===== src/common/albod_defines.svh =====
`ifndef ALBOD_DEFINES_SVH
`define ALBOD_DEFINES_SVH

// ----------------------------------------------------------------------
// Opcode masks and values
// ----------------------------------------------------------------------
`define ALBOD_M_FULL      8'hFF
`define ALBOD_M_W         8'hFE
`define ALBOD_M_DW        8'hFC
`define ALBOD_OP_BRW_ACC  8'h1C
`define ALBOD_OP_SUB_RM   8'h28
`define ALBOD_OP_SUB_ACC  8'h2C
`define ALBOD_OP_AND_ACC  8'h24
`define ALBOD_OP_TEST_RM  8'h84
`define ALBOD_OP_TEST_ACC 8'hA8
`define ALBOD_OP_IMM_GRP  8'h80
`define ALBOD_OP_UNA_GRP  8'hF6
`define ALBOD_OP_SHF_GRP  8'hD0
`define ALBOD_OP_UADD     8'h37
`define ALBOD_OP_PADD     8'h27
`define ALBOD_OP_USUB     8'h3F
`define ALBOD_OP_PSUB     8'h2F
`define ALBOD_OP_BMUL     8'hD4
`define ALBOD_OP_BDIV     8'hD5
`define ALBOD_OP_BCD_BASE 8'h0A
`define ALBOD_OP_B2W      8'h98
`define ALBOD_OP_W2D      8'h99
`define ALBOD_OP_BCOPY    8'hA4
`define ALBOD_OP_BCMP     8'hA6
`define ALBOD_OP_BSCAN    8'hAE
`define ALBOD_OP_BLOAD    8'hAC
`define ALBOD_OP_BSTORE   8'hAA
`define ALBOD_OP_ITR      8'hF2
`define ALBOD_OP_BR_NEAR  8'hE9
`define ALBOD_OP_BR_SHORT 8'hEB
`define ALBOD_OP_BR_FAR   8'hEA
`define ALBOD_OP_EXIT     8'hC3
`define ALBOD_OP_EXIT_IMM 8'hC2

// ----------------------------------------------------------------------
// Extension field codes
// ----------------------------------------------------------------------
`define ALBOD_X_0 3'h0
`define ALBOD_X_1 3'h1
`define ALBOD_X_2 3'h2
`define ALBOD_X_3 3'h3
`define ALBOD_X_4 3'h4
`define ALBOD_X_5 3'h5
`define ALBOD_X_6 3'h6
`define ALBOD_X_7 3'h7

// ----------------------------------------------------------------------
// Field positions, addressing forms, byte counts
// ----------------------------------------------------------------------
`define ALBOD_W_BIT   0
`define ALBOD_D_BIT   1
`define ALBOD_S_BIT   1
`define ALBOD_V_BIT   1
`define ALBOD_Z_BIT   0
`define ALBOD_MOD_HI  7
`define ALBOD_MOD_LO  6
`define ALBOD_EXT_HI  5
`define ALBOD_EXT_LO  3
`define ALBOD_RM_HI   2
`define ALBOD_RM_LO   0
`define ALBOD_MOD_MEM 2'h0
`define ALBOD_MOD_D8  2'h1
`define ALBOD_MOD_D16 2'h2
`define ALBOD_RM_DIR  3'h6
`define ALBOD_LEN_0   3'h0
`define ALBOD_LEN_1   3'h1
`define ALBOD_LEN_2   3'h2
`define ALBOD_LEN_4   3'h4

`endif


===== src/common/albod_pkg.sv =====
package albod_pkg;

  typedef enum logic [5:0] {
    ALBOD_OUTSIDE, ALBOD_BORROW_DIFFERENCE, ALBOD_DIFFERENCE,
    ALBOD_FLAGS_AND, ALBOD_AND,
    ALBOD_BCD_UNPACKED_ADD_ADJUST, ALBOD_BCD_PACKED_ADD_ADJUST,
    ALBOD_BCD_UNPACKED_MINUS_ADJUST, ALBOD_BCD_PACKED_MINUS_ADJUST,
    ALBOD_INVERT, ALBOD_SIGN_CHANGE,
    ALBOD_UNSIGNED_PRODUCT, ALBOD_SIGNED_PRODUCT,
    ALBOD_UNSIGNED_QUOTIENT, ALBOD_SIGNED_QUOTIENT,
    ALBOD_BCD_MULTIPLY_ADJUST, ALBOD_BCD_DIVIDE_ADJUST,
    ALBOD_BYTE_TO_WORD_EXTEND, ALBOD_WORD_TO_DOUBLEWORD_EXTEND,
    ALBOD_LEFT_ROTATE, ALBOD_RIGHT_ROTATE,
    ALBOD_LEFT_ROTATE_VIA_CARRY, ALBOD_RIGHT_ROTATE_VIA_CARRY,
    ALBOD_LEFT_SHIFT, ALBOD_LOGICAL_RIGHT_SHIFT,
    ALBOD_ARITHMETIC_RIGHT_SHIFT,
    ALBOD_BLOCK_COPY, ALBOD_BLOCK_COMPARE, ALBOD_BLOCK_SCAN,
    ALBOD_BLOCK_LOAD, ALBOD_BLOCK_STORE, ALBOD_ITERATION_PREFIX,
    ALBOD_BRANCH_NEAR, ALBOD_BRANCH_SHORT, ALBOD_BRANCH_FAR,
    ALBOD_PROCEDURE_EXIT, ALBOD_PROCEDURE_EXIT_ADJUST,
    ALBOD_INVALID
  } albod_op_type;

  typedef enum logic [0:0] {
    ALBOD_ITR_IDLE  = 1'b0,
    ALBOD_ITR_ARMED = 1'b1
  } albod_itr_state_type;

  typedef struct packed {
    logic       valid;
    logic [7:0] byte0;
    logic [7:0] byte1;
  } albod_window_type;

  typedef struct packed {
    logic         valid;
    albod_op_type op;
    logic         word;
    logic         to_reg;
    logic         count_from_reg;
    logic         carry_chain;
    logic         flags_only;
    logic         sp_adjust;
    logic         itr_active;
    logic         itr_zf;
    logic         invalid;
    logic [2:0]   length;
  } albod_decode_type;

endpackage


===== src/rtl/albod_decoder.sv =====
`timescale 1ns/1ps
`include "albod_defines.svh"

module albod_decoder
  import albod_pkg::*;
(
  input  wire logic             clk_sys,
  input  wire logic             reset,
  input  wire albod_window_type window,
  output albod_decode_type      decode
);

  // --------------------------------------------------------------------
  // Field extraction
  // --------------------------------------------------------------------
  logic [7:0] op_byte;
  logic [7:0] mod_byte;
  logic [2:0] ext;
  logic [1:0] mod_field;
  logic [2:0] rm_field;
  logic       w_bit;
  logic       sw_one_byte;
  logic [2:0] disp_len;
  logic [2:0] imm_w_len;
  logic [2:0] imm_sw_len;

  assign op_byte   = window.byte0;
  assign mod_byte  = window.byte1;
  assign ext       = mod_byte[`ALBOD_EXT_HI:`ALBOD_EXT_LO];
  assign mod_field = mod_byte[`ALBOD_MOD_HI:`ALBOD_MOD_LO];
  assign rm_field  = mod_byte[`ALBOD_RM_HI:`ALBOD_RM_LO];
  assign w_bit     = op_byte[`ALBOD_W_BIT];

  // Byte immediate unless s:w is 01
  assign sw_one_byte = op_byte[`ALBOD_S_BIT] | ~w_bit;

  // Trailing displacement bytes implied by the addressing form
  always_comb
  begin
    disp_len = `ALBOD_LEN_0;
    if (mod_field == `ALBOD_MOD_D8)
    begin
      disp_len = `ALBOD_LEN_1;
    end
    else if (mod_field == `ALBOD_MOD_D16)
    begin
      disp_len = `ALBOD_LEN_2;
    end
    else if (mod_field == `ALBOD_MOD_MEM && rm_field == `ALBOD_RM_DIR)
    begin
      disp_len = `ALBOD_LEN_2;
    end
  end

  assign imm_w_len  = w_bit ? `ALBOD_LEN_2 : `ALBOD_LEN_1;
  assign imm_sw_len = sw_one_byte ? `ALBOD_LEN_1 : `ALBOD_LEN_2;

  function automatic logic hit(input logic [7:0] b,
                               input logic [7:0] mask,
                               input logic [7:0] value);
    hit = (b & mask) == value;
  endfunction

  // --------------------------------------------------------------------
  // Opcode decode
  // --------------------------------------------------------------------
  albod_decode_type    next_decode;
  albod_itr_state_type itr_state;
  albod_itr_state_type next_itr_state;
  logic                itr_zf;
  logic                next_itr_zf;
  logic [2:0]          rm_len;
  logic [2:0]          acc_len;

  assign rm_len  = `ALBOD_LEN_2 + disp_len;
  assign acc_len = `ALBOD_LEN_1 + imm_w_len;

  always_comb
  begin
    next_decode    = '0;
    next_itr_state = itr_state;
    next_itr_zf    = itr_zf;
    if (window.valid)
    begin
      next_decode.valid  = 1'b1;
      next_decode.op     = ALBOD_OUTSIDE;
      next_decode.word   = w_bit;
      next_decode.length = `ALBOD_LEN_1;
      if (hit(op_byte, `ALBOD_M_W, `ALBOD_OP_BRW_ACC))
      begin
        next_decode.op     = ALBOD_BORROW_DIFFERENCE;
        next_decode.length = acc_len;
      end
      else if (hit(op_byte, `ALBOD_M_DW, `ALBOD_OP_SUB_RM))
      begin
        next_decode.op     = ALBOD_DIFFERENCE;
        next_decode.to_reg = op_byte[`ALBOD_D_BIT];
        next_decode.length = rm_len;
      end
      else if (hit(op_byte, `ALBOD_M_W, `ALBOD_OP_SUB_ACC))
      begin
        next_decode.op     = ALBOD_DIFFERENCE;
        next_decode.length = acc_len;
      end
      else if (hit(op_byte, `ALBOD_M_W, `ALBOD_OP_TEST_RM))
      begin
        next_decode.op         = ALBOD_FLAGS_AND;
        next_decode.flags_only = 1'b1;
        next_decode.length     = rm_len;
      end
      else if (hit(op_byte, `ALBOD_M_W, `ALBOD_OP_TEST_ACC))
      begin
        next_decode.op         = ALBOD_FLAGS_AND;
        next_decode.flags_only = 1'b1;
        next_decode.length     = acc_len;
      end
      else if (hit(op_byte, `ALBOD_M_W, `ALBOD_OP_AND_ACC))
      begin
        next_decode.op     = ALBOD_AND;
        next_decode.length = acc_len;
      end
      else if (hit(op_byte, `ALBOD_M_DW, `ALBOD_OP_IMM_GRP))
      begin
        next_decode.length = rm_len + imm_sw_len;
        case (ext)
          `ALBOD_X_3: next_decode.op = ALBOD_BORROW_DIFFERENCE;
          `ALBOD_X_4:
          begin
            next_decode.op     = ALBOD_AND;
            next_decode.length = rm_len + imm_w_len;
          end
          `ALBOD_X_5: next_decode.op = ALBOD_DIFFERENCE;
          default:    next_decode.op = ALBOD_OUTSIDE;
        endcase
      end
      else if (hit(op_byte, `ALBOD_M_W, `ALBOD_OP_UNA_GRP))
      begin
        next_decode.length = rm_len;
        case (ext)
          `ALBOD_X_0:
          begin
            next_decode.op         = ALBOD_FLAGS_AND;
            next_decode.flags_only = 1'b1;
            next_decode.length     = rm_len + imm_w_len;
          end
          `ALBOD_X_2: next_decode.op = ALBOD_INVERT;
          `ALBOD_X_3: next_decode.op = ALBOD_SIGN_CHANGE;
          `ALBOD_X_4: next_decode.op = ALBOD_UNSIGNED_PRODUCT;
          `ALBOD_X_5: next_decode.op = ALBOD_SIGNED_PRODUCT;
          `ALBOD_X_6: next_decode.op = ALBOD_UNSIGNED_QUOTIENT;
          `ALBOD_X_7: next_decode.op = ALBOD_SIGNED_QUOTIENT;
          default:
          begin
            next_decode.op      = ALBOD_INVALID;
            next_decode.invalid = 1'b1;
          end
        endcase
      end
      else if (hit(op_byte, `ALBOD_M_DW, `ALBOD_OP_SHF_GRP))
      begin
        next_decode.length         = rm_len;
        next_decode.count_from_reg = op_byte[`ALBOD_V_BIT];
        case (ext)
          `ALBOD_X_0: next_decode.op = ALBOD_LEFT_ROTATE;
          `ALBOD_X_1: next_decode.op = ALBOD_RIGHT_ROTATE;
          `ALBOD_X_2:
          begin
            next_decode.op          = ALBOD_LEFT_ROTATE_VIA_CARRY;
            next_decode.carry_chain = 1'b1;
          end
          `ALBOD_X_3:
          begin
            next_decode.op          = ALBOD_RIGHT_ROTATE_VIA_CARRY;
            next_decode.carry_chain = 1'b1;
          end
          `ALBOD_X_4: next_decode.op = ALBOD_LEFT_SHIFT;
          `ALBOD_X_5: next_decode.op = ALBOD_LOGICAL_RIGHT_SHIFT;
          `ALBOD_X_7: next_decode.op = ALBOD_ARITHMETIC_RIGHT_SHIFT;
          default:
          begin
            next_decode.op      = ALBOD_INVALID;
            next_decode.invalid = 1'b1;
          end
        endcase
      end
      else if (hit(op_byte, `ALBOD_M_FULL, `ALBOD_OP_BMUL) ||
               hit(op_byte, `ALBOD_M_FULL, `ALBOD_OP_BDIV))
      begin
        next_decode.length = `ALBOD_LEN_2;
        if (mod_byte != `ALBOD_OP_BCD_BASE)
        begin
          next_decode.op      = ALBOD_INVALID;
          next_decode.invalid = 1'b1;
        end
        else if (op_byte == `ALBOD_OP_BMUL)
        begin
          next_decode.op = ALBOD_BCD_MULTIPLY_ADJUST;
        end
        else
        begin
          next_decode.op = ALBOD_BCD_DIVIDE_ADJUST;
        end
      end
      else if (hit(op_byte, `ALBOD_M_W, `ALBOD_OP_ITR))
      begin
        next_decode.op = ALBOD_ITERATION_PREFIX;
        next_itr_state = ALBOD_ITR_ARMED;
        next_itr_zf    = op_byte[`ALBOD_Z_BIT];
      end
      else
      begin
        case (op_byte)
          `ALBOD_OP_UADD:
            next_decode.op = ALBOD_BCD_UNPACKED_ADD_ADJUST;
          `ALBOD_OP_PADD:
            next_decode.op = ALBOD_BCD_PACKED_ADD_ADJUST;
          `ALBOD_OP_USUB:
            next_decode.op = ALBOD_BCD_UNPACKED_MINUS_ADJUST;
          `ALBOD_OP_PSUB:
            next_decode.op = ALBOD_BCD_PACKED_MINUS_ADJUST;
          `ALBOD_OP_B2W:
            next_decode.op = ALBOD_BYTE_TO_WORD_EXTEND;
          `ALBOD_OP_W2D:
            next_decode.op = ALBOD_WORD_TO_DOUBLEWORD_EXTEND;
          `ALBOD_OP_BR_NEAR:
          begin
            next_decode.op     = ALBOD_BRANCH_NEAR;
            next_decode.length = `ALBOD_LEN_1 + `ALBOD_LEN_2;
          end
          `ALBOD_OP_BR_SHORT:
          begin
            next_decode.op     = ALBOD_BRANCH_SHORT;
            next_decode.length = `ALBOD_LEN_2;
          end
          `ALBOD_OP_BR_FAR:
          begin
            next_decode.op     = ALBOD_BRANCH_FAR;
            next_decode.length = `ALBOD_LEN_1 + `ALBOD_LEN_4;
          end
          `ALBOD_OP_EXIT:
            next_decode.op = ALBOD_PROCEDURE_EXIT;
          `ALBOD_OP_EXIT_IMM:
          begin
            next_decode.op        = ALBOD_PROCEDURE_EXIT_ADJUST;
            next_decode.sp_adjust = 1'b1;
            next_decode.length    = `ALBOD_LEN_1 + `ALBOD_LEN_2;
          end
          default:
          begin
            // Single-byte block operations, size bit masked off
            case (op_byte & `ALBOD_M_W)
              `ALBOD_OP_BCOPY:  next_decode.op = ALBOD_BLOCK_COPY;
              `ALBOD_OP_BCMP:   next_decode.op = ALBOD_BLOCK_COMPARE;
              `ALBOD_OP_BSCAN:  next_decode.op = ALBOD_BLOCK_SCAN;
              `ALBOD_OP_BLOAD:  next_decode.op = ALBOD_BLOCK_LOAD;
              `ALBOD_OP_BSTORE: next_decode.op = ALBOD_BLOCK_STORE;
              default:          next_decode.op = ALBOD_OUTSIDE;
            endcase
          end
        endcase
      end

      // A pending prefix is attached to the next instruction and spent
      if (next_decode.op != ALBOD_ITERATION_PREFIX)
      begin
        next_decode.itr_active = itr_state == ALBOD_ITR_ARMED;
        next_decode.itr_zf     = itr_zf;
        next_itr_state         = ALBOD_ITR_IDLE;
        next_itr_zf            = 1'b0;
      end
    end
  end

  // --------------------------------------------------------------------
  // State and output registers
  // --------------------------------------------------------------------
  always_ff @(posedge clk_sys or posedge reset)
  begin
    if (reset)
    begin
      decode    <= '0;
      itr_state <= ALBOD_ITR_IDLE;
      itr_zf    <= 1'b0;
    end
    else
    begin
      decode    <= next_decode;
      itr_state <= next_itr_state;
      itr_zf    <= next_itr_zf;
    end
  end

endmodule // albod_decoder


===== config.mk =====
export PLATFORM = sky130hd
export DESIGN_NAME = albod_decoder
export DESIGN_NICKNAME = d
export VERILOG_FILES = /design/src/common/albod_pkg.sv /design/src/rtl/albod_decoder.sv
export VERILOG_INCLUDE_DIRS = /design/src /design/src/common
export SDC_FILE = /design/constraint.sdc
export NUM_CORES = 1
export LEC_CHECK = 0
export BUFFER_PORTS_ARGS = -buffer_cell sky130_fd_sc_hd__buf_2
export CAP_MARGIN = 20
export CORE_UTILIZATION = 35
export DETAILED_ROUTE_END_ITERATION = 10
export SETUP_SLACK_MARGIN = 0.05
export SLEW_MARGIN = 20
export SYNTH_ARGS = -nofsm -noshare
export SYNTH_HDL_FRONTEND = slang
export SYNTH_SLANG_ARGS = --single-unit

===== constraint.sdc =====
create_clock -name clk_sys -period 1.5 [get_ports clk_sys]
set_input_delay 0.075 -clock clk_sys [delete_from_list [all_inputs] [get_ports clk_sys]]
set_output_delay 0.075 -clock clk_sys [all_outputs]
set_load 0.02 [all_outputs]

After elaboration in Yosys (flattened, before gate mapping)
Index checks and enable logic that the tools add are counted.
- register bits after elaboration: 21
- input bits: 19
- output and inout port bits: 19
- word-level logic and storage cells: 177
- $add $sub $neg: 4
- eq/ne operators: 50
- multiplexer cells: 97
- bitwise logic cells: 2
- reduce and logical (&&, ||, !) cells: 10
- operators by type and width (operator ; count):
    one-hot mux 6 bit (7 select lines) ; 2
    2-to-1 mux 6 bit ; 13
    == test 8 bit (second input constant) ; 9
    one-hot mux 6 bit (11 select lines) ; 1
    == test 7 bit (second input constant) ; 9
    2-to-1 mux 1 bit ; 48
    2-to-1 mux 3 bit ; 13
    == test 8 x 6 -> 1 bit (second input constant) ; 4
    one-hot mux 5 bit (5 select lines) ; 1
    2-to-1 mux 4 bit ; 6
    != test 2 x 1 -> 1 bit (second input constant) ; 10
    2-to-1 mux 19 bit ; 1
    one-hot mux 3 bit (3 select lines) ; 2
    2-to-1 mux 2 bit ; 8
    == test 3 bit (second input constant) ; 5
    == test 7 x 5 -> 1 bit (second input constant) ; 2
    OR reduction 7 bit ; 2
    == test 6 bit (second input constant) ; 2
    AND reduction 12 bit ; 1
    2-to-1 mux 5 bit ; 2
    != test 8 x 4 -> 1 bit (second input constant) ; 1
    == test 7 x 4 -> 1 bit (second input constant) ; 1
    adder 3 x 2 -> 3 bit ; 2
    == test 3 x 2 -> 1 bit (second input constant) ; 2
    15 further kinds ; 16

Logic depth before layout (Yosys ltp)
Gate-level depths: netlist of run 1.
- depth after elaboration: 18
- mapped depth: 9
- gate-level depth less buffers: 8

Least setup slack after synthesis of run 1
No wires, ideal clock.
- path kind: input-to-reg
- start point: input port window[9] (netlist name)
- end point: register decode[2] (netlist name)
- setup time: 130 ps
- arrival: 1612 ps
- data required time: 1370 ps
- setup slack: -242 ps
- stages on the path: 9
- buffers on the path: 1
- cells stage by stage: buf_2 > nand2b_1 > ha_1 > inv_1 > fa_1 > o21ai_0 > mux2_2 > nand2_1 > a31oi_1
- RTL lines (what ; RTL line ; text):
    start, declared ; albod_decoder.sv:9 ; input wire albod_window_type window,
    end signal, assigned ; albod_decoder.sv:287 ; decode <= next_decode;
    end, declared ; albod_decoder.sv:10 ; output albod_decode_type decode

==> reports/qor.csv, run 1 <==
metric;value;unit
status;finished clean;
syn_nets;253;
fp.dieW;74.7;um
cts_buffer_depth;2;
antenna_found_initial;0;
grt_max_degree;22;
fin_crit_sh;94.3;%
routedWlPerCell;14.7;um
gp_congestion;0.875;
arrival;1.55;ns
yosysWarnings;0;
m1WireLength;2760;um
n_antenna_cell;0;
postSynthAreaPerCell;8.05;um^2
wl_met3;335;um
yosysTopAreaCellShare;28.4;%
hold_violations;0;
drive_above_1_share;44.5;%
yosysMostFrequentCell;nand2_1;
dpl.hpwl;4740;um
wirelength;6010;um
finalClockSkew;0.000412;ns
slew_violations;0;
dr_wl_met2;2830;um
fin_nets;363;
dr.first_iter.drc_count;146;
yosysTopAreaCell;dfrtp_1;
fill_cells;494;
startpoint_type;input pin;
rsz0062_at_grt;true;
core-area;0.00511;mm^2
netlist_area;0.00185;mm^2
path_max_fanout;3;
setup_viol;0;
clockRootBuffer;clkbuf_8;
path_clk_slew;0.08;ns
post-place-ws;-0.220;ns
synth_cell_types;65;
cts_tree;done;
tns;0;ns
ys_ff_latch;21;
vias;2193;
grt_usage;21.8;%
crit_path_end_kind;register;
p_leak;1.34;nW
clock.fmax;0.707;GHz
drc;0;
numCtsBuffers;3;
synth.area.top_cells;dfrtp_1, nand2_1, a21oi_1;
synthFlopType;dfrtp_1;
maxUsedRoutingLayer;met4;
die_area;0.00558;mm^2
placed_area;0.00267;mm^2
fin_area;0.00286;mm^2
grt_pass1_vias;1909;
fin_crit;1.41;ns
start_util;36.2;%
irDropWorstVdd;0.000325;V
routed_via_density;5.36;
die_h;74.7;um
row_count;26;
yosys-top-cells-count;nand2_1, dfrtp_1, nor2_1;
drtAntennaViolNets;0;
grt_overflow;0;
critPathKind;in2reg;
relSlewSlack;48.1;%
max_slew.worst_pin.slew;0.777;ns
cts_sinks;21;
worstHoldPathType;in2reg;
port_buffers;37;
area_growth;54.6;%
power_density;500;mW/mm^2
netlist_instances;230;
postLayoutSetupSlackWorst;0.0853;ns
dr.pass1.iters;5;
cp.required;1.64;ns
async_reset_ff_share;100;%
clk_latency;0.26;ns
synth-edff-count;0;
cap_violations;0;
io_pins;38;
h-tree-depth;1;
ys_seq_area_share;28.4;%
grt_pass1_wl;9180;um
-- state kept, by name, summed over array words and instances, names as in the netlist --
name,count
decode,19
itr_zf,1
itr_state,1
-- cell usage in the layout (no fill, tap or decap), drive strengths merged, types with 3 or more instances in the layout --
master | netlist | final
inv | 9 | 9
nand3 | 5 | 5
clkbuf | 9 | 3
a21oi | 16 | 16
dfrtp | 21 | 21
nand2 | 22 | 22
or3b | 3 | 3
nand3b | 4 | 4
o22ai | 5 | 5
nor2 | 17 | 17
a21o | 3 | 3
nand2b | 8 | 8
o21ai | 15 | 15
a31oi | 7 | 7
nor4 | 8 | 8
buf | 7 | 120
or3 | 7 | 7
nor3 | 10 | 10
o31ai | 3 | 3
and3 | 4 | 4
-- worst max-delay path, stage by stage --
cell	delay, ns
buf_2	0.12
nor2b_4	0.17
ha_4	0.15
inv_2	0.03
fa_2	0.51
o21ai_1	0.06
nand2_1	0.06
nand4_1	0.07
o31a_1	0.30
-- routing by layer --
layer / vias to the layer above / GRT usage [%]
met3: 8 / 1.74
met1: 1009 / 31.9
met4: 0 / 4.40
met5: - / 0
li1: 1079 / -
met2: 97 / 35.0
-- path summary, 6_finish.rpt --
check	startpoint	endpoint	slack, ns	depth (start not counted)
hold reg to reg	itr_zf	itr_zf	0.51	1
setup / recovery	window[7]	decode[1]	0.09	9
min in group asynchronous	reset	decode[18]	0.50	3
hold / removal	window[16]	decode[18]	0.12	2
setup reg to reg	itr_zf	itr_zf	0.79	1
max in group asynchronous	reset	decode[8]	0.52	3
-- power breakdown --
group	switching [mW]	total, mW	internal, mW
sequential	0.00255	0.580	0.577
combinational	0.259	0.489	0.230
clock	0.176	0.361	0.185
-- cell type report --
| type | count | area, um^2 | area share, % |
|---|---|---|---|
| repair buffers | 121 | 833 | 29.1 |
| multi-input cells | 183 | 1330 | 46.5 |
| flip-flops and latches | 21 | 526 | 18.4 |
| inverters | 10 | 38.8 | 1.36 |
| clock buffers | 3 | 41.3 | 1.44 |
| well taps | 70 | 87.6 | 3.06 |
| clock inverters | 1 | 5.00 | 0.175 |
-- stage by stage --
stage / power, mW / instances / hold WS [ns] / util [%]
2_1_floorplan: 0.835 / 230 / 0.0515 / -
3_3_place_gp: 1.04 / 399 / 0.245 / 52.2
3_5_place_dp: 1.04 / 399 / 0.258 / 52.2
4_1_cts: 1.40 / 404 / 0.107 / 53.3
5_1_grt: 1.51 / 409 / 0.115 / 56.0
6_report: 1.43 / 409 / 0.124 / 56.0
-- cells by family after synthesis --
logic type | synth area share [%]
AO/OA/AOI/OAI | 25.9
XOR/XNOR | 1.42
adder cells (fa/ha/maj) | 3.52
buffers and inverters | 6.15
flip-flops | 28.4
multiplexers | 1.69
AND/OR/NAND/NOR | 32.9
-- timing repair --
action                                  CTS  global route
gates resized for setup                   0            19
endpoints found under the setup margin    0             9
setup buffers                             0             5
hold buffers                              1             0
hold endpoints to repair                 21             0
No activity file was read; power rests on OpenSTA's default activity.
==> run 2, diff against run 1 <==
==> constraint.sdc (replaced) <==
create_clock -name clk_sys -period 1.5 [get_ports clk_sys]
set_input_delay 0.225 -clock clk_sys [delete_from_list [all_inputs] [get_ports clk_sys]]
set_output_delay 0.225 -clock clk_sys [all_outputs]
set_load 0.02 [all_outputs]
==> run 2 against run 1 <==
Net effect: clock power rose by 2%; final cell count rose by 0.73%; worst hold slack improved by 0.14 ns; critical path depth did not move; flip-flop and latch count did not move; the run now ends with negative setup slack left; sequential share of layout area fell by 1.1 points; register-to-register slack barely moved; clock-buffer cell count rose by 1; total power rose by 4.7%.
==> reports/qor.csv, run 2 (synthesis gave the netlist of run 1 again) <==
metric;value;unit;change
status;complete, but fails checks;;was finished clean
violations;negative setup slack;;
start_util;36.2;%;unchanged
startpoint_type;input pin;;unchanged
gp_congestion;0.883;;was 0.875
netSwitchingFraction;30.7;%;was 30.6%
fin_nets;366;;was 363
setup_viol;3;;was 0
power_density;491;mW/mm^2;was 500 mW/mm^2
fin_crit;1.56;ns;was 1.41 ns
p_sw;460;uW;was 438 uW
dpl.hpwl;4850;um;was 4740 um
cts_sinks;21;;unchanged
postLayoutSetupSlackWorst;-0.0586;ns;was 0.0853 ns
reg_top3;decode x19, itr_state x1, itr_zf x1;;unchanged
min_to;decode[18];;unchanged
hold_violations;0;;unchanged
path_clk_slew;0.07;ns;was 0.08 ns
n_antenna_cell;0;;unchanged
clockPowerShare;24.6;%;was 25.2%
clk_latency;0.26;ns;about the same
drtAntennaViolNets;0;;unchanged
finalClockSkew;0.000136;ns;was 0.000412 ns
clockRootBuffer;clkbuf_8;;unchanged
relSlewSlack;71.3;%;was 48.1%
cts_buffer_depth;2;;unchanged
numCtsBuffers;3;;unchanged
regMostFlops;decode;;unchanged
vias;2329;;was 2,193
area_growth;64.7;%;was 54.6%
routedWlPerCell;16.1;um;was 14.7 um
cap_violations;0;;unchanged
path_max_fanout;3;;unchanged
fp.dieW;74.7;um;unchanged
row_count;26;;unchanged
p_leak;1.40;nW;was 1.34 nW
cts_tree;done;;unchanged
antenna_found_initial;0;;unchanged
p_int;1.04;mW;was 991 uW
worstPathBufferInverterCount;2;;unchanged
hold_depth;2;;unchanged
dr.pass1.iters;5;;unchanged
p_seq_share;38.7;%;was 40.6%
fill_cells;458;;was 494
slew_violations;0;;unchanged
cp.required;1.65;ns;was 1.64 ns
drive_above_1_share;48.8;%;was 44.5%
wirelength;6650;um;was 6010 um
critPathKind;in2reg;;unchanged
grt_usage;25.0;%;was 21.8%
drc;0;;unchanged
cp_slowest_stage_delay;0.52;ns;was 0.51 ns
tns;-0.109;ns;was 0 ns
final_common_cell;buf_4;;unchanged
layout_common_cells;buf_4, buf_2, nand2_1, dfrtp_1, nor2_1;;unchanged
r2r-start;itr_zf;;unchanged
reg2reg_slack;0.79;ns;about the same
post-place-ws;-0.416;ns;was -0.220 ns
die_h;74.7;um;unchanged
max_slew.worst_pin.slew;0.426;ns;was 0.777 ns
r2r_end;itr_zf;;unchanged
largest_register_ff_count;19;;unchanged
fin_crit_sh;104;%;was 94.3%
port_buffers;37;;unchanged
path_delay_family;adder cells;;unchanged
crit_path_end_kind;register;;unchanged
irDropWorstVdd;0.000241;V;was 0.000325 V
grt_pass1_wl;10600;um;was 9180 um
grt_overflow;0;;unchanged
grt_pass1_vias;2135;;was 1,909
min-delay-start;window[16];;unchanged
crit_path_cell_trace;buf_8, nor2b_4, ha_4, inv_2, fa_2, o21ai_2, nand2_1, nand4_1, o31a_1;;was buf_2, nor2b_4, ha_4, inv_2, fa_2, o21ai_1, nand2_1, nand4_1, o31a_1
h-tree-depth;1;;unchanged
worstHoldPathType;in2reg;;unchanged
core-area;0.00511;mm^2;unchanged
rsz0062_at_grt;true;;unchanged
dr.first_iter.drc_count;204;;was 146
comb_power_share;36.7;%;was 34.2%
die_area;0.00558;mm^2;unchanged
grt_max_degree;22;;unchanged
arrival;1.71;ns;was 1.55 ns
io_pins;38;;unchanged
r2r_cells;1;;unchanged
routed_via_density;5.65;;was 5.36
clock.fmax;0.642;GHz;was 0.707 GHz
crit_slowest_cell;fa_2;;unchanged
==> run 2: worst max-delay path by stage <==
| stage | start | end | slack [ns] | cells past startpoint |
|---|---|---|---|---|
| global route | window[7] | decode[1] | -0.16 | 9 |
| floorplan | window[9] | decode[1] | -0.20 | 9 |
| CTS | window[6] | decode[1] | -0.05 | 9 |
| detailed placement | window[0] | decode[12] | -0.42 | 7 |
| global placement | window[0] | decode[1] | -0.36 | 9 |
| finish | window[7] | decode[1] | -0.06 | 9 |
==> run 2: what timing repair did <==
action	CTS	global route
endpoints found under the hold margin	21	0
buffers inserted	5	2
pin swaps	11	11
hold buffers	1	0
endpoints found under the setup margin	14	14
resized for setup	34	24
==> run 2: per-stage QoR <==
| stage | area [um^2] | hold WS (ns) | util, % | cells | power (mW) |
|---|---|---|---|---|---|
| 2_1_floorplan | 1930 | 0.202 | - | 230 | 0.840 |
| 3_3_place_gp | 2690 | 0.261 | 52.6 | 400 | 1.05 |
| 3_5_place_dp | 2690 | 0.262 | 52.6 | 400 | 1.05 |
| 4_1_cts | 2930 | 0.259 | 57.3 | 410 | 1.45 |
| 5_1_grt | 3050 | 0.264 | 59.7 | 412 | 1.57 |
| 6_report | 3050 | 0.263 | 59.7 | 412 | 1.50 |
==> run 2: power groups by stage <==
stage          sequential [mW]  clock (mW)  combinational, mW
6_report                 0.580       0.368              0.549
5_1_grt                  0.581       0.395              0.593
4_1_cts                  0.580       0.362              0.511
3_5_place_dp             0.591           0              0.462
3_3_place_gp             0.591           0              0.459
2_1_floorplan            0.606           0              0.233
==> run 2: cell type report <==
type,count,area (um^2),share of cell area [%]
well taps,70,87.6,2.87
inverters,10,38.8,1.27
clock buffers,4,45.0,1.48
multi-input cells,183,1410,46.3
repair buffers,124,940,30.8
flip-flops and latches,21,526,17.2
==> run 2: layer usage <==
| layer | up-vias | routed length, um | share of wire, % | GRT usage (%) |
|---|---|---|---|---|
| li1 | 1088 | - | - | - |
| met1 | 1084 | 2850 | 43 | 33.0 |
| met2 | 124 | 3120 | 47 | 42.7 |
| met3 | 33 | 383 | 5.8 | 2.01 |
| met4 | 0 | 285 | 4.3 | 8.60 |
| met5 | - | 0 | 0 | 0 |
==> run 3, diff against run 2 <==
- ABC_AREA: unset -> 1
==> run 3 against run 2 <==
Net effect: the flow finishes with violations (negative hold slack, negative setup slack); final cell count rose by 9.0%; cell area fell by 13%; sequential power barely moved; area after synthesis fell by 4.7%; flip-flop and latch count did not move; via count fell by 9.4%; first-iteration DRC count fell by 40%; largest cell class unchanged; highest routed layer unchanged.
==> reports/qor.csv, run 3 <==
metric;value;unit;change
dpl.hpwl;4480;um;was 4850 um
post_synth_xor_area_fraction;0;%;was 1.42%
n_antenna_cell;0;;unchanged
dr.first_iter.drc_count;123;;was 204
io_pins;38;;unchanged
holdWs;-0.0114;ns;was 0.263 ns
max_slew.worst_pin.slew;0.356;ns;was 0.426 ns
startpoint_type;input pin;;unchanged
routed_via_density;4.70;;was 5.65
worstPathBufferInverterCount;3;;was 2
grt_max_degree;22;;unchanged
clockRootBuffer;clkbuf_8;;unchanged
relSlewSlack;76.0;%;was 71.3%
worstHoldPathType;in2async;;was in2reg
wirelength;5400;um;was 6650 um
yosys.area_share.adder;3.69;%;was 3.52%
cap_violations;0;;unchanged
path_max_fanout;3;;unchanged
finalClockSkew;0.000284;ns;was 0.000136 ns
clock.fmax;0.656;GHz;was 0.642 GHz
postSynthAreaPerCell;6.16;um^2;was 8.05 um^2
total_power;1.35;mW;was 1.50 mW
cp_slowest_stage_delay;0.53;ns;was 0.52 ns
fin_crit;1.52;ns;was 1.56 ns
cts_sinks;21;;unchanged
yosys-top-cells-count;nand2_1, inv_1, nor2_1;;was nand2_1, dfrtp_1, nor2_1
crit_path_end_kind;register;;unchanged
die_h;73.0;um;was 74.7 um
die_area;0.00532;mm^2;was 0.00558 mm^2
largest_register_ff_count;19;;unchanged
critPathKind;in2reg;;unchanged
synth_top_family_by_area;simple AND/OR/NAND/NOR gates;;unchanged
synth_cell_types;31;;was 65
ys_ff_latch;21;;unchanged
numCtsBuffers;3;;unchanged
hold_violations;21;;was 0
area_growth;49.8;%;was 64.7%
cts_tree;done;;unchanged
crit_path_cell_trace;buf_2, nor2_2, nor2_2, o21ai_4, inv_2, fa_2, a21oi_2, o21ai_1, nand2_1, nor3_2, nand3_1, nand2_1, inv_1;;was buf_8, nor2b_4, ha_4, inv_2, fa_2, o21ai_2, nand2_1, nand4_1, o31a_1
netlist_area;0.00176;mm^2;was 0.00185 mm^2
synthFlopType;dfrtp_1;;unchanged
async_reset_ff_share;100;%;unchanged
row_count;25;;was 26
path_delay_family;adder cells;;unchanged
gp_congestion;0.948;;was 0.883
layout_common_cells;nand2_1, buf_4, nor2_1, inv_1, buf_2;;was buf_4, buf_2, nand2_1, dfrtp_1, nor2_1
port_buffers;37;;unchanged
yosysTopAreaCellShare;29.8;%;was 28.4%
dr.pass1.iters;4;;was 5
yosys.area_share.simple;41.6;%;was 32.9%
yosysTopAreaCell;dfrtp_1;;unchanged
cts_hold_buf;0;;was 1
fin_crit_sh;102;%;was 104%
slew_violations;0;;unchanged
p_leak;1.50;nW;was 1.40 nW
grt_pass1_wl;8780;um;was 10,600 um
synthMuxAreaShare;0;%;was 1.69%
synth.area.top_cells;dfrtp_1, nand2_1, inv_1;;was dfrtp_1, nand2_1, a21oi_1
core-area;0.00479;mm^2;was 0.00511 mm^2
crit_slowest_cell;fa_2;;unchanged
vias;2110;;was 2,329
fin_nets;406;;was 366
tns;-0.0248;ns;was -0.109 ns
reg_top3;decode x19, itr_state x1, itr_zf x1;;unchanged
rsz0062_at_grt;true;;unchanged
postLayoutSetupSlackWorst;-0.0248;ns;was -0.0586 ns
cp.required;1.66;ns;was 1.65 ns
start_util;36.8;%;was 36.2%
arrival;1.68;ns;was 1.71 ns
ys_seq_area_share;29.8;%;was 28.4%
grt_overflow;0;;unchanged
yosysMostFrequentCell;nand2_1;;unchanged
drtAntennaViolNets;0;;unchanged
irDropWorstVdd;0.000260;V;was 0.000241 V
status;complete, but fails checks;;unchanged
netlist_instances;286;;was 230
syn_nets;309;;was 253
routedWlPerCell;12.0;um;was 16.1 um
grt_usage;21.7;%;was 25.0%
drc;0;;unchanged
violations;negative hold slack, negative setup slack;;was negative setup slack
drive_above_1_share;37.4;%;was 48.8%
clk_latency;0.25;ns;was 0.26 ns
synth-edff-count;0;;unchanged
path_clk_slew;0.07;ns;about the same
yosysWarnings;0;;unchanged
regMostFlops;decode;;unchanged
setup_viol;1;;was 3
h-tree-depth;1;;unchanged
power_density;510;mW/mm^2;was 491 mW/mm^2
final_common_cell;nand2_1;;was buf_4
grt_pass1_vias;1904;;was 2,135
cts_buffer_depth;2;;unchanged
post-place-ws;-0.368;ns;was -0.416 ns
fp.dieW;73.0;um;was 74.7 um
antenna_found_initial;0;;unchanged
synth_compound_area_share;13.2;%;was 25.9%
==> run 3: cell count changes after synthesis, moves of 4 or more <==
cell,before,now
inv_1,9,44
inv_2,0,4
o22ai_1,5,0
nand2_1,22,82
nand2b_1,8,0
nor2_1,17,44
clkbuf_1,9,1
and3_1,4,0
a21oi_1,16,12
or3_1,7,0
nand3_1,4,26
a31oi_1,7,2
==> run 3: where the power goes <==
group,switching [mW],internal (mW),total [mW]
combinational,0.238,0.170,0.408
clock,0.169,0.189,0.358
sequential,0.00271,0.579,0.581
total,0.410,0.938,1.35
==> run 3: routing by layer <==
| layer | track usage [%] | part of all wire, % | vias to the layer above |
|---|---|---|---|
| met5 | 0 | 0 | - |
| met4 | 5.88 | 1.3 | 0 |
| met3 | 2.62 | 6.2 | 8 |
| met2 | 37.8 | 48 | 62 |
| met1 | 28.2 | 45 | 938 |
| li1 | - | - | 1102 |
==> run 3: timing repair <==
action	4_1_cts	5_1_grt
pin swaps	13	6
endpoints found under the hold margin	0	0
endpoints found under the setup margin	2	6
resized for setup	24	11
setup buffers	2	0
==> run 3: stage by stage <==
step	utilization, %	instance area, um^2	std cells
6_report	55.2	2640	449
5_1_grt	55.2	2640	449
4_1_cts	54.6	2610	449
3_5_place_dp	51.8	2480	443
3_3_place_gp	51.8	2480	443
2_1_floorplan	-	1820	286
==> run 3: path summary, 6_finish.rpt <==
kind	slack [ns]	startpoint	endpoint	depth (start not counted)
setup / recovery	-0.02	window[2]	decode[1]	13
hold / removal	-0.01	reset	decode[15]	3
setup reg to reg	0.86	itr_state	itr_state	2
hold reg to reg	0.49	itr_zf	itr_zf	2
max in group asynchronous	1.31	reset	decode[9]	3
min in group clk_sys	0.18	window[16]	decode[18]	1
==> run 3: cell type report <==
type	instances	area, um^2
sequential	21	526
clock buffer	4	45.0
fill	489	2140
tap	67	83.8
timing repair buffer	95	649
inverter	49	201
multi-input combinational	213	1140
==> run 3: kinds of logic after synthesis <==
kind of cell / after synthesis
simple gates: 171
flops: 21
fa+ha+maj: 4
compound gates: 38
buf+inv: 52
==> run 3: worst min-delay path, stage by stage <==
cell	delay [ns]
buf_2	0.10
inv_1	0.05
buf_4	0.26
